==> config.mk <==
export PLATFORM = sky130hd
export DESIGN_NAME = ccam_interp
export DESIGN_NICKNAME = d
export VERILOG_FILES = /design/src/ccam_pkg.sv /design/src/ccam_interp.sv /design/src/ccam_return_stack.sv
export VERILOG_INCLUDE_DIRS = /design/src
export SDC_FILE = /design/constraint.sdc
export NUM_CORES = 1
export LEC_CHECK = 0
export ABC_AREA = 1
export BUFFER_PORTS_ARGS = -buffer_cell sky130_fd_sc_hd__buf_2
export CAP_MARGIN = 25
export CORE_ASPECT_RATIO = 0.8
export CORE_MARGIN = 2
export CORE_UTILIZATION = 56
export DETAILED_ROUTE_END_ITERATION = 7
export PLACE_DENSITY = 0.82
export SKIP_LAST_GASP = 1
export SLEW_MARGIN = 20
export SYNTH_ARGS = -nofsm -noshare
export SYNTH_HDL_FRONTEND = slang
export SYNTH_SLANG_ARGS = --single-unit
==> constraint.sdc <==
create_clock -name clk_sys_in -period 15.7 [get_ports clk_sys_in]
set_input_delay 1.57 -clock clk_sys_in [delete_from_list [all_inputs] [get_ports clk_sys_in]]
set_output_delay 1.57 -clock clk_sys_in [all_outputs]
set_load 0.01 [all_outputs]
==> src/ccam_params.svh <==
// Constants for the conditional call and accumulator move interpreter slice
`ifndef CCAM_PARAMS_SVH
`define CCAM_PARAMS_SVH
`define CCAM_OP_COND_CALL 8'h15
`define CCAM_OP_MOVE_ACC 8'h2E
`define CCAM_OP_ROTATE_RIGHT 8'h01
`define CCAM_OP_ROTATE_LEFT 8'h02
`define CCAM_OP_MOTOR_HALT 8'h03
`define CCAM_OP_SUB_RETURN 8'h17
`define CCAM_OP_RESTART 8'h30
`define CCAM_STATUS_OK 8'h64
`define CCAM_STATUS_BAD_TYPE 8'h03
`define CCAM_STATUS_BAD_VALUE 8'h04
`define CCAM_STATUS_BAD_CMD 8'h02
`define CCAM_PARAM_TARGET_POS 8'h00
`define CCAM_STACK_DEPTH 8
`define CCAM_COND_LAST 4'hB
`define CCAM_MOVE_LAST 8'h02
`define CCAM_AXIS_COUNT 6
`endif

==> src/ccam_pkg.sv <==
// Types for the conditional call and accumulator move interpreter slice
package ccam_pkg;
  typedef enum logic [3:0] {
    cond_zero = 4'h0,
    cond_not_zero = 4'h1,
    cond_equal = 4'h2,
    cond_not_equal = 4'h3,
    cond_greater = 4'h4,
    cond_greater_equal = 4'h5,
    cond_lower = 4'h6,
    cond_lower_equal = 4'h7,
    cond_timeout_error = 4'h8,
    cond_external_alarm = 4'h9,
    cond_deviation_error = 4'hA,
    cond_position_error = 4'hB
  } ccam_cond_e;
  typedef enum logic [1:0] {
    move_type_absolute = 2'h0,
    move_type_relative = 2'h1,
    move_type_stored_coordinate = 2'h2
  } ccam_move_e;
  typedef enum logic [1:0] {
    CCAM_IDLE = 2'h0,
    CCAM_MOVE_TYPE_STORED_COORDINATE_WAIT = 2'h1,
    CCAM_REPLY = 2'h2
  } ccam_state_e;
endpackage

==> src/ccam_interp.sv <==
// Conditional call and accumulator move slice of the command interpreter
`timescale 1ns/1ps
`include "ccam_params.svh"
module ccam_interp import ccam_pkg::*; #(
  parameter int PC_W = 32,
  parameter int AXES = `CCAM_AXIS_COUNT
) (
  // Clock and reset
  input wire logic clk_sys_in,
  input wire logic sys_rst_in,
  // Command from decoder
  input wire logic cmd_valid_in,
  output logic cmd_ready_out,
  input wire logic [7:0] cmd_opcode_in,
  input wire logic [7:0] cmd_type_in,
  input wire logic [7:0] cmd_axis_in,
  input wire logic [31:0] cmd_value_in,
  // Program counter of the running program (points at next instruction)
  input wire logic [PC_W-1:0] pc_in,
  output logic pc_load_out,
  output logic [PC_W-1:0] pc_value_out,
  // Flags from latest compare or assignment, and error flags
  input wire logic flag_zero_in,
  input wire logic flag_greater_in,
  input wire logic flag_lower_in,
  input wire logic flag_timeout_in,
  input wire logic flag_alarm_in,
  input wire logic flag_deviation_in,
  input wire logic flag_position_err_in,
  // Accumulator and actual positions
  input wire logic [31:0] accum_in,
  input wire logic [AXES-1:0][31:0] actual_pos_in,
  // Stored coordinate lookup
  output logic move_type_stored_coordinate_req_out,
  output logic [7:0] move_type_stored_coordinate_index_out,
  input wire logic move_type_stored_coordinate_ack_in,
  input wire logic [31:0] move_type_stored_coordinate_data_in,
  // Axis parameter write to motion controller
  output logic param_wr_out,
  output logic [7:0] param_axis_out,
  output logic [7:0] param_num_out,
  output logic [31:0] param_data_out,
  output logic [AXES-1:0] move_active_out,
  input wire logic [AXES-1:0] move_done_in,
  // Reply
  output logic reply_valid_out,
  output logic [7:0] reply_status_out,
  output logic [7:0] reply_opcode_out,
  // Interpreter reset request on restart
  output logic regs_clear_out
);
  typedef struct packed {
    ccam_state_e state;
    logic pc_load;
    logic [PC_W-1:0] pc_value;
    logic move_type_stored_coordinate_req;
    logic [7:0] move_type_stored_coordinate_index;
    logic param_wr;
    logic [7:0] param_axis;
    logic [31:0] param_data;
    logic [AXES-1:0] active;
    logic reply_valid;
    logic [7:0] reply_status;
    logic [7:0] reply_opcode;
    logic regs_clear;
  } ccam_int_s;
  ccam_int_s st;
  ccam_int_s next_st;

  logic stk_push;
  logic stk_pop;
  logic stk_clear;
  logic stk_full;
  logic stk_empty;
  logic [PC_W-1:0] stk_top;
  logic cond_met;
  logic take;
  logic axis_ok;
  logic [2:0] axis_idx;

  ccam_return_stack #(.DEPTH(`CCAM_STACK_DEPTH), .PC_W(PC_W)) u_stack (
    .clk_sys_in(clk_sys_in),
    .sys_rst_in(sys_rst_in),
    .push_in(stk_push),
    .pop_in(stk_pop),
    .clear_in(stk_clear),
    .push_data_in(pc_in),
    .top_out(stk_top),
    .full_out(stk_full),
    .empty_out(stk_empty)
  );

  // Ready only while idle; a move occupies the slice for the reply cycle, a stored coordinate move also until its lookup ack
  assign cmd_ready_out = (st.state == CCAM_IDLE);
  assign take = cmd_valid_in && cmd_ready_out;
  assign axis_ok = (cmd_axis_in < 8'(AXES));
  assign axis_idx = cmd_axis_in[2:0];

  always_comb begin
    case (ccam_cond_e'(cmd_type_in[3:0]))
      cond_zero: cond_met = flag_zero_in;
      cond_not_zero: cond_met = !flag_zero_in;
      cond_equal: cond_met = flag_zero_in;
      cond_not_equal: cond_met = !flag_zero_in;
      cond_greater: cond_met = flag_greater_in;
      cond_greater_equal: cond_met = flag_greater_in || flag_zero_in;
      cond_lower: cond_met = flag_lower_in;
      cond_lower_equal: cond_met = flag_lower_in || flag_zero_in;
      cond_timeout_error: cond_met = flag_timeout_in;
      cond_external_alarm: cond_met = flag_alarm_in;
      cond_deviation_error: cond_met = flag_deviation_in;
      cond_position_error: cond_met = flag_position_err_in;
      default: cond_met = 1'b0;
    endcase
    if (cmd_type_in > 8'(`CCAM_COND_LAST)) begin
      cond_met = 1'b0;
    end
  end

  always_comb begin
    next_st = st;
    next_st.pc_load = 1'b0;
    next_st.param_wr = 1'b0;
    next_st.reply_valid = 1'b0;
    next_st.regs_clear = 1'b0;
    stk_push = 1'b0;
    stk_pop = 1'b0;
    stk_clear = 1'b0;
    // Completion from the motion controller clears the busy marks
    next_st.active = st.active & ~move_done_in;
    case (st.state)
      CCAM_IDLE: begin
        if (take) begin
          next_st.reply_opcode = cmd_opcode_in;
          next_st.reply_status = `CCAM_STATUS_OK;
          case (cmd_opcode_in)
            `CCAM_OP_COND_CALL: begin
              if (cond_met && !stk_full) begin
                stk_push = 1'b1;
                next_st.pc_load = 1'b1;
                next_st.pc_value = cmd_value_in[PC_W-1:0];
              end
              next_st.state = CCAM_REPLY;
            end
            `CCAM_OP_MOVE_ACC: begin
              if (cmd_type_in > `CCAM_MOVE_LAST) begin
                next_st.reply_status = `CCAM_STATUS_BAD_TYPE;
                next_st.state = CCAM_REPLY;
              end else if (cmd_type_in[1:0] == move_type_stored_coordinate) begin
                next_st.move_type_stored_coordinate_req = 1'b1;
                next_st.move_type_stored_coordinate_index = cmd_axis_in;
                next_st.param_axis = 8'h00;
                next_st.state = CCAM_MOVE_TYPE_STORED_COORDINATE_WAIT;
              end else if (!axis_ok) begin
                next_st.reply_status = `CCAM_STATUS_BAD_VALUE;
                next_st.state = CCAM_REPLY;
              end else begin
                next_st.param_wr = 1'b1;
                next_st.param_axis = cmd_axis_in;
                next_st.param_data = (cmd_type_in[1:0] == move_type_relative) ?
                  actual_pos_in[axis_idx] + accum_in : accum_in;
                next_st.active[axis_idx] = 1'b1;
                next_st.state = CCAM_REPLY;
              end
            end
            `CCAM_OP_MOTOR_HALT, `CCAM_OP_ROTATE_LEFT, `CCAM_OP_ROTATE_RIGHT: begin
              if (axis_ok) begin
                next_st.active[axis_idx] = 1'b0;
              end
              next_st.state = CCAM_REPLY;
            end
            `CCAM_OP_SUB_RETURN: begin
              if (!stk_empty) begin
                stk_pop = 1'b1;
                next_st.pc_load = 1'b1;
                next_st.pc_value = stk_top;
              end
              next_st.state = CCAM_REPLY;
            end
            `CCAM_OP_RESTART: begin
              stk_clear = 1'b1;
              next_st.regs_clear = 1'b1;
              next_st.pc_load = 1'b1;
              next_st.pc_value = cmd_value_in[PC_W-1:0];
              next_st.state = CCAM_REPLY;
            end
            default: begin
              next_st.reply_status = `CCAM_STATUS_BAD_CMD;
              next_st.state = CCAM_REPLY;
            end
          endcase
        end
      end
      CCAM_MOVE_TYPE_STORED_COORDINATE_WAIT: begin
        if (move_type_stored_coordinate_ack_in) begin
          next_st.move_type_stored_coordinate_req = 1'b0;
          next_st.param_wr = 1'b1;
          next_st.param_data = move_type_stored_coordinate_data_in;
          next_st.active[st.param_axis[2:0]] = 1'b1;
          next_st.state = CCAM_REPLY;
        end
      end
      CCAM_REPLY: begin
        next_st.reply_valid = 1'b1;
        next_st.state = CCAM_IDLE;
      end
      default: begin
        next_st.state = CCAM_IDLE;
      end
    endcase
  end

  always_ff @(posedge clk_sys_in or posedge sys_rst_in) begin
    if (sys_rst_in) begin
      st <= '0;
    end else begin
      st <= next_st;
    end
  end

  assign pc_load_out = st.pc_load;
  assign pc_value_out = st.pc_value;
  assign move_type_stored_coordinate_req_out = st.move_type_stored_coordinate_req;
  assign move_type_stored_coordinate_index_out = st.move_type_stored_coordinate_index;
  assign param_wr_out = st.param_wr;
  assign param_axis_out = st.param_axis;
  assign param_num_out = `CCAM_PARAM_TARGET_POS;
  assign param_data_out = st.param_data;
  assign move_active_out = st.active;
  assign reply_valid_out = st.reply_valid;
  assign reply_status_out = st.reply_status;
  assign reply_opcode_out = st.reply_opcode;
  assign regs_clear_out = st.regs_clear;
endmodule

==> src/ccam_return_stack.sv <==
// Bounded return stack of program counters
`timescale 1ns/1ps
`include "ccam_params.svh"
module ccam_return_stack import ccam_pkg::*; #(
  parameter int DEPTH = `CCAM_STACK_DEPTH,
  parameter int PC_W = 32
) (
  // Clock and reset
  input wire logic clk_sys_in,
  input wire logic sys_rst_in,
  // Operations, one at a time
  input wire logic push_in,
  input wire logic pop_in,
  input wire logic clear_in,
  input wire logic [PC_W-1:0] push_data_in,
  // State
  output logic [PC_W-1:0] top_out,
  output logic full_out,
  output logic empty_out
);
  localparam int CW = $clog2(DEPTH + 1);
  typedef struct packed {
    logic [DEPTH-1:0][PC_W-1:0] mem;
    logic [CW-1:0] count;
  } ccam_stk_s;
  ccam_stk_s st;
  ccam_stk_s next_st;

  assign full_out = (st.count == CW'(DEPTH));
  assign empty_out = (st.count == '0);
  assign top_out = empty_out ? '0 : st.mem[st.count - CW'(1)];

  always_comb begin
    next_st = st;
    if (clear_in) begin
      next_st.count = '0;
    end else if (push_in && !full_out) begin
      next_st.mem[st.count] = push_data_in;
      next_st.count = st.count + CW'(1);
    end else if (pop_in && !empty_out) begin
      next_st.count = st.count - CW'(1);
    end
  end

  always_ff @(posedge clk_sys_in or posedge sys_rst_in) begin
    if (sys_rst_in) begin
      st <= '0;
    end else begin
      st <= next_st;
    end
  end
endmodule
======== Yosys cells after proc, flatten, opt, wreduce, memory -nomap -nowiden ========
Index checks and enable logic that the tools add are counted.
word-level totals
  bits in registers ....................... 368
  input port bits ......................... 361
  output and inout bits ................... 116
  logic and storage cells ................. 166
operators by class
  $add $sub $neg .......................... 3
  $lt $le $gt $ge ......................... 10
  equality and inequality tests ........... 32
  multiplexer cells ....................... 60
  bitwise operators ....................... 8
  reduce and logical (&&, ||, !) cells .... 31
operator list
  kind                                            count
  bitwise mux 256 bit                             1
  binary-select mux 32 bit (select 3 bit)         2
  2-to-1 mux 32 bit                               4
  2-to-1 mux 33 bit                               3
  case mux 33 bit (3 select lines)                1
  demux 32 bit (select 3 bit)                     1
  2-to-1 mux 91 bit                               1
  2-to-1 mux 38 bit                               2
  case mux 38 bit (2 select lines)                1
  2-to-1 mux 56 bit                               1
  2-to-1 mux 50 bit                               1
  2-to-1 mux 47 bit                               1
  adder 32 bit                                    1
  2-to-1 mux 7 bit                                3
  == test 4 bit (second input constant)           5
  2-to-1 mux 1 bit                                20
  == test 4 x 3 -> 1 bit (second input constant)  4
  == test 8 x 2 -> 1 bit (second input constant)  2
  == test 8 x 5 -> 1 bit (second input constant)  2
  == test 8 x 6 -> 1 bit (second input constant)  2
  AND reduction 5 bit                             3
  case mux 7 bit (2 select lines)                 1
  bitwise AND 6 bit                               2
  2-to-1 mux 4 bit                                3
  other kinds (41)                                77

======== Longest topological paths before layout ========
  word-level depth ........................ 12
  gate-level depth with buffers ........... 22
  gate-level depth less buffers ........... 20

======== By module ========
A second synthesis with hierarchy kept.
unflattened totals
  cells, all modules ...................... 3401
  area, all modules ....................... 23711.5 um^2
modules (own cells, without submodules)
  module             instances  cells an instance  area each (um^2)  seq. area each (um^2)
  ccam_return_stack  1          1646               13223.9           6506.2
  ccam_interp        1          1755               10487.6           2627.5

======== Worst setup path before layout ========
No wires, ideal clock.
  path type ............................... input -> register
  start ................................... in cmd_axis_in[0]
  end ..................................... reg st, in the netlist param_data_out[8]
  setup time .............................. 0.069 ns
  arrival time ............................ 4.250 ns
  data required time ...................... 15.631 ns
  slack ................................... 11.382 ns
  stages .................................. 19
  buffers on the path ..................... 2
  cells stage by stage .................... clkbuf_1 -> inv_1 -> nor3_1 -> clkbuf_1 -> nand2_1 -> nand4_1 -> ha_1 -> inv_1 -> fa_1 -> inv_1 -> nand3_1 -> nand3_1 -> nand2_1 -> nand2_1 -> inv_1 -> or2_2 -> nand3_1 -> o211ai_1 -> nand3_1
on the way
  longest elaborated chain between the ends .. 10
  elaborated cells on any way between the ends .. 13
  classes of those cells .................. add/sub (1); order compare (1); eq/ne (1); mux (9); reduce/logical (1)
ends and longest elaborated chain
  what                                     RTL line            source
  start, declared                          ccam_interp.sv:16   input wire logic [7:0] cmd_axis_in,
  binary-select mux 32 bit (select 3 bit)  ccam_interp.sv:161  actual_pos_in[axis_idx] + accum_in : accum_in;
  2-to-1 mux 32 bit (implied by the code)  ccam_interp.sv:161
  adder 32 bit                             ccam_interp.sv:161
  2-to-1 mux 32 bit                        ccam_interp.sv:160  next_st.param_data = (cmd_type_in[1:0] == move_type_relative) ?
  2-to-1 mux 47 bit                        ccam_interp.sv:154  end else if (!axis_ok) begin
  2-to-1 mux 38 bit                        ccam_interp.sv:149  end else if (cmd_type_in[1:0] == move_type_stored_coordinate) begin
  2-to-1 mux 56 bit                        ccam_interp.sv:146  if (cmd_type_in > `CCAM_MOVE_LAST) begin
  2-to-1 mux 50 bit                        ccam_interp.sv:136  case (cmd_opcode_in)
  2-to-1 mux 91 bit                        ccam_interp.sv:133  if (take) begin
  case mux 38 bit (2 select lines)         ccam_interp.sv:131  case (st.state)
  end signal, assigned                     ccam_interp.sv:217  st <= next_st;
  end, declared                            ccam_interp.sv:67   ccam_int_s st;
Parallel ways exist; a longest one is shown, timed or not. The select of a mux whose other input is x is not followed.
A chain may end at the register's enable or synchronous reset.

======== Final worst setup path ========
  start ................................... in cmd_opcode_in[7]
  end ..................................... reg u_stack.st[88] (netlist name)
on the way
  longest elaborated chain between the ends .. 6
  elaborated cells on any way between the ends .. 11
  classes of those cells .................. eq/ne (2); mux (6); bitwise (1); reduce/logical (2)
ends and longest elaborated chain
  what                                                                     RTL line                 source
  start, declared                                                          ccam_interp.sv:14        input wire logic [7:0] cmd_opcode_in,
  == test 8 x 5 -> 1 bit / == test 8 x 6 -> 1 bit (equally long branches)  ccam_interp.sv:136
  2-to-1 mux 1 bit                                                         ccam_interp.sv:136
  2-to-1 mux 1 bit                                                         ccam_interp.sv:133
  2-to-1 mux 1 bit                                                         ccam_interp.sv:131
  logical AND 1 bit / inverter 1 bit (equally long branches)               n/a
  AND reduction 2 bit (no line) (*)                                        n/a
  end signal, assigned                                                     ccam_return_stack.sv:49  st <= next_st;
  end, declared                                                            ccam_return_stack.sv:26  ccam_stk_s st;
Every way passes the cells marked *; elsewhere a longest branch is shown, timed or not.

==> results.toml <==
[outcome]
status = "finished clean"

[floorplan]
num_rows = 65
io-pin-count = 477
start_util_pct = 56.73
die-width_um = 227.5
fp.dieH_um = 182.8
design.core.area_sq_mm = 0.03944
dieArea_sq_mm = 0.04158

[cts]
clk_latency_ns = 0.55
postCtsSetupBuffers = 0
clock_sinks = 365
h-tree-depth = 2
ctsHoldBuffers = 0
cts_made_buffers = 37
clock_path_buffers = 3
clockRootBuffer = "clkbuf_16"
ctsResizeCount = 0
cts_tree = "built"
clkTransAtPathRegs_ns = 0.06

[job]
drv_cap = 0

[pwr]
power_leakage_nw = 14.16
finalPower_mw = 2.378
power_switching_share_pct = 30.86
switchingPower_uw = 733.7
pwr-share-comb_pct = 19.8
p_int_mw = 1.644
irDropWorstVdd_v = 0.00006821
p_per_area_mw_per_mm2 = 93.80
p_seq_share_pct = 40.8
clkPwrFrac_pct = 39.4

[placed_design]
gp_congestion = 1.045
dp_hpwl_um = 56070
io_buffer_count = 465
place_area_sq_mm = 0.02401

[critical_path]
crit_top_cell = "nand2_1"
crit_start = "cmd_opcode_in[7]"
cp_top_family = "simple AND/OR/NAND/NOR gates"
r2r_end = "u_stack.st[88]$_DFFE_PP0P_"
crit_fanout = 87
r2r_start = "u_stack.st[0]$_DFFE_PP0P_"
r2r_cells = 12
crit_chain = "buf_2, nor2_1, nand2_1, inv_1, nand2_1, nor2_4, nand4_2, inv_4, nand2_2, nand2_1, nand2_1"
cp.arrival_ns = 5.47
crit_type = "in -> reg"
start_kind = "primary input"
cp_num_buf_inv = 3
slowest_delay_ns = 0.83
reg2reg_setup_slack_ns = 11.29
cp-end-kind = "flip-flop"
cpMaxStageDelayCell = "nor2_4"
critPathRequiredTime_ns = 16.11

[route]
wl_per_cell_um = 20.24
drcViolationCount = 0
drt_wl_total_um = 82150
ant_nets = 0
drtIter0Drc = 3033
first_pass_iters = 6
via_count = 23425
routed_via_density = 5.773

[timing]
min_period_ns = 5.058
tightest_slew_ns = 1.070
finalHoldViolations = 0
setup_viol = 0
timing.hold.ws_ns = 0.4656
period_share_pct = 32.22
drv_slew = 0
rsz0062_at_grt = "no"
max_freq_mhz = 197.7
tns_ns = 0
skew_ns = 0.02179
relSlewSlack_pct = 28.47

[synthesis]
synth_ff_type = "dfrtp_1"
synth_area_per_cell_sq_um = 6.870
synth_warnings = 0
async_flop_share_pct = 100.0
postSynthCellCount = 3257
synth_edf_count = 0
ys_ff_latch = 365
syn_area_sq_mm = 0.02238
ys_seq_area_share_pct = 40.82
synthDistinctLibCells = 46

[global_routing]
grt_max_degree = 115
grt_pass1_vias = 20581
grt.total_usage_pct = 38.24
grt_antenna_before_repair = 13
grt_overflow = 0
grt_pass1_wl_um = 121700

[worst_hold_path]
min_path_type = "reg -> reg"
worstHoldStart = "u_stack.st[45]$_DFFE_PP0P_"
whs_path_depth = 2
holdPathEnd = "u_stack.st[45]$_DFFE_PP0P_"

[layout]
nets = 3879
postLayoutCoreUtil_pct = 64.27
area_growth_pct = 13.29
fin_area_sq_mm = 0.02535
drive_gt1_share_pct = 17.03
[worst max path at each step]
stage / end / cells past startpoint
final: u_stack.st[88]$_DFFE_PP0P_ / 11
after global routing: u_stack.st[130]$_DFFE_PP0P_ / 11
after CTS: u_stack.st[154]$_DFFE_PP0P_ / 11
after detailed placement: u_stack.st[90]$_DFFE_PP0P_ / 11
after global placement: u_stack.st[121]$_DFFE_PP0P_ / 11
after floorplan: move_active_out[0]$_DFF_PP0_ / 1
[cells in the final DEF (no fill, tap or decap), types with 4 or more instances in the layout]
cell type,synthesis,final
dfrtp_1,365,364
buf_4,121,34
a22oi_1,51,51
clkbuf_16,0,38
nand3_1,388,387
diode_2,0,11
a21oi_1,86,86
nor3_1,19,11
a221oi_1,5,5
o211ai_1,11,11
clkinvlp_4,0,4
nand4_1,36,36
nor2_1,254,253
clkbuf_1,118,5
bufinv_16,0,4
a31oi_1,6,6
nand2_1,1132,1128
nand2_2,1,5
inv_2,6,7
ha_1,34,34
o22ai_1,30,30
clkinv_2,0,8
clkinv_1,5,4
conb_1,1,11
inv_1,227,225
a22o_1,7,7
o21ai_0,234,234
buf_2,47,465
nor3_2,1,8
nor2_4,0,4
clkbuf_8,0,6
[through the flow]
step / cells / worst slack (ns)
after CTS: 4046 / 10.62
after detailed placement: 3979 / 10.10
after global placement: 3979 / 10.18
after global routing: 4056 / 10.41
after floorplan: 3267 / 3.998
final: 4058 / 10.64
[Yosys cell counts (4+ instances only)]
cell type  count  share of area [%]
dfrtp_1      365                 41
inv_2          6               0.10
nand4_1       36                1.0
a21oi_1       86                1.9
nor2_1       254                4.3
clkinv_1       5              0.084
inv_1        227                3.8
a22oi_1       51                1.7
clkbuf_2      30               0.67
nor3_1        19               0.42
a31oi_1        6               0.17
a22o_1         7               0.27
nor2_2         4               0.11
o211ai_1      11               0.37
ha_1          34                1.9
o21ai_0      234                5.2
buf_1          8               0.13
buf_2         47                1.1
o22ai_1       30               0.84
nand2_1     1132                 19
buf_4        121                4.1
nand3_1      388                8.7
clkbuf_1     118                2.0
a221oi_1       5               0.20
[sequential cells by signal (all words and copies together) (netlist names)]
name / count
param_wr_out: 1
reply_opcode_out: 8
move_type_stored_coordinate_req_out: 1
param_data_out: 32
move_active_out: 6
move_type_stored_coordinate_index_out: 8
st: 2
u_stack.st: 260
reply_valid_out: 1
pc_load_out: 1
param_axis_out: 8
pc_value_out: 32
reply_status_out: 4
regs_clear_out: 1
[metal layers]
metal  track usage, %  share of wire (%)  up-vias
met5            1.912               0.16        -
met4            16.76                4.6        6
met3            11.25                 14      189
met2            54.09                 42     1549
met1            54.15                 40    10833
li1                 -                  -    10848
[kinds of logic (layout without fill, tap and decap cells)]
family | Yosys count | count (layout) | share of synthesized area (%)
and+or+nand+nor | 1846 | 1846 | 33.89
buffers and inverters | 563 | 807 | 11.94
other | 1 | 22 | 0.01676
adders and majority gates | 35 | 35 | 1.991
AOI/OAI and AO/OA | 441 | 441 | 11.11
xor gates and xnor gates | 6 | 6 | 0.2349
DFF | 365 | 365 | 40.82
[area by class of cell]
class                   instances  area [sq um]
fillers                      3549         14090
repair buffers                502          2633
inverters                     238         903.4
flip-flops and latches        365          9138
clock buffers                  49          1052
multi-input cells            2339         10700
well taps                     536         670.6
diodes                         11         27.53
clock inverters                18         226.5
[worst reg2reg max path, cell delays in order (launching register included)]
cell,delay (ns)
dfrtp_4,0.91
inv_2,0.12
ha_1,0.25
nand2_1,0.13
nor2_1,0.10
nor2_1,0.09
o21ai_1,0.07
nor2_1,0.29
nand4_2,0.35
inv_4,0.78
nand2_2,0.83
nand2_1,0.28
nand2_1,0.08
[power groups by stage]
stage | logic, mW | clock network [mW] | registers, mW
after global placement | 0.446 | 0 | 0.987
after detailed placement | 0.451 | 0 | 0.987
final | 0.470 | 0.937 | 0.970
after CTS | 0.454 | 0.943 | 0.970
after global routing | 0.511 | 0.982 | 0.972
after floorplan | 0.309 | 0 | 0.977
Note: power is estimated with default switching activity, not from simulation.
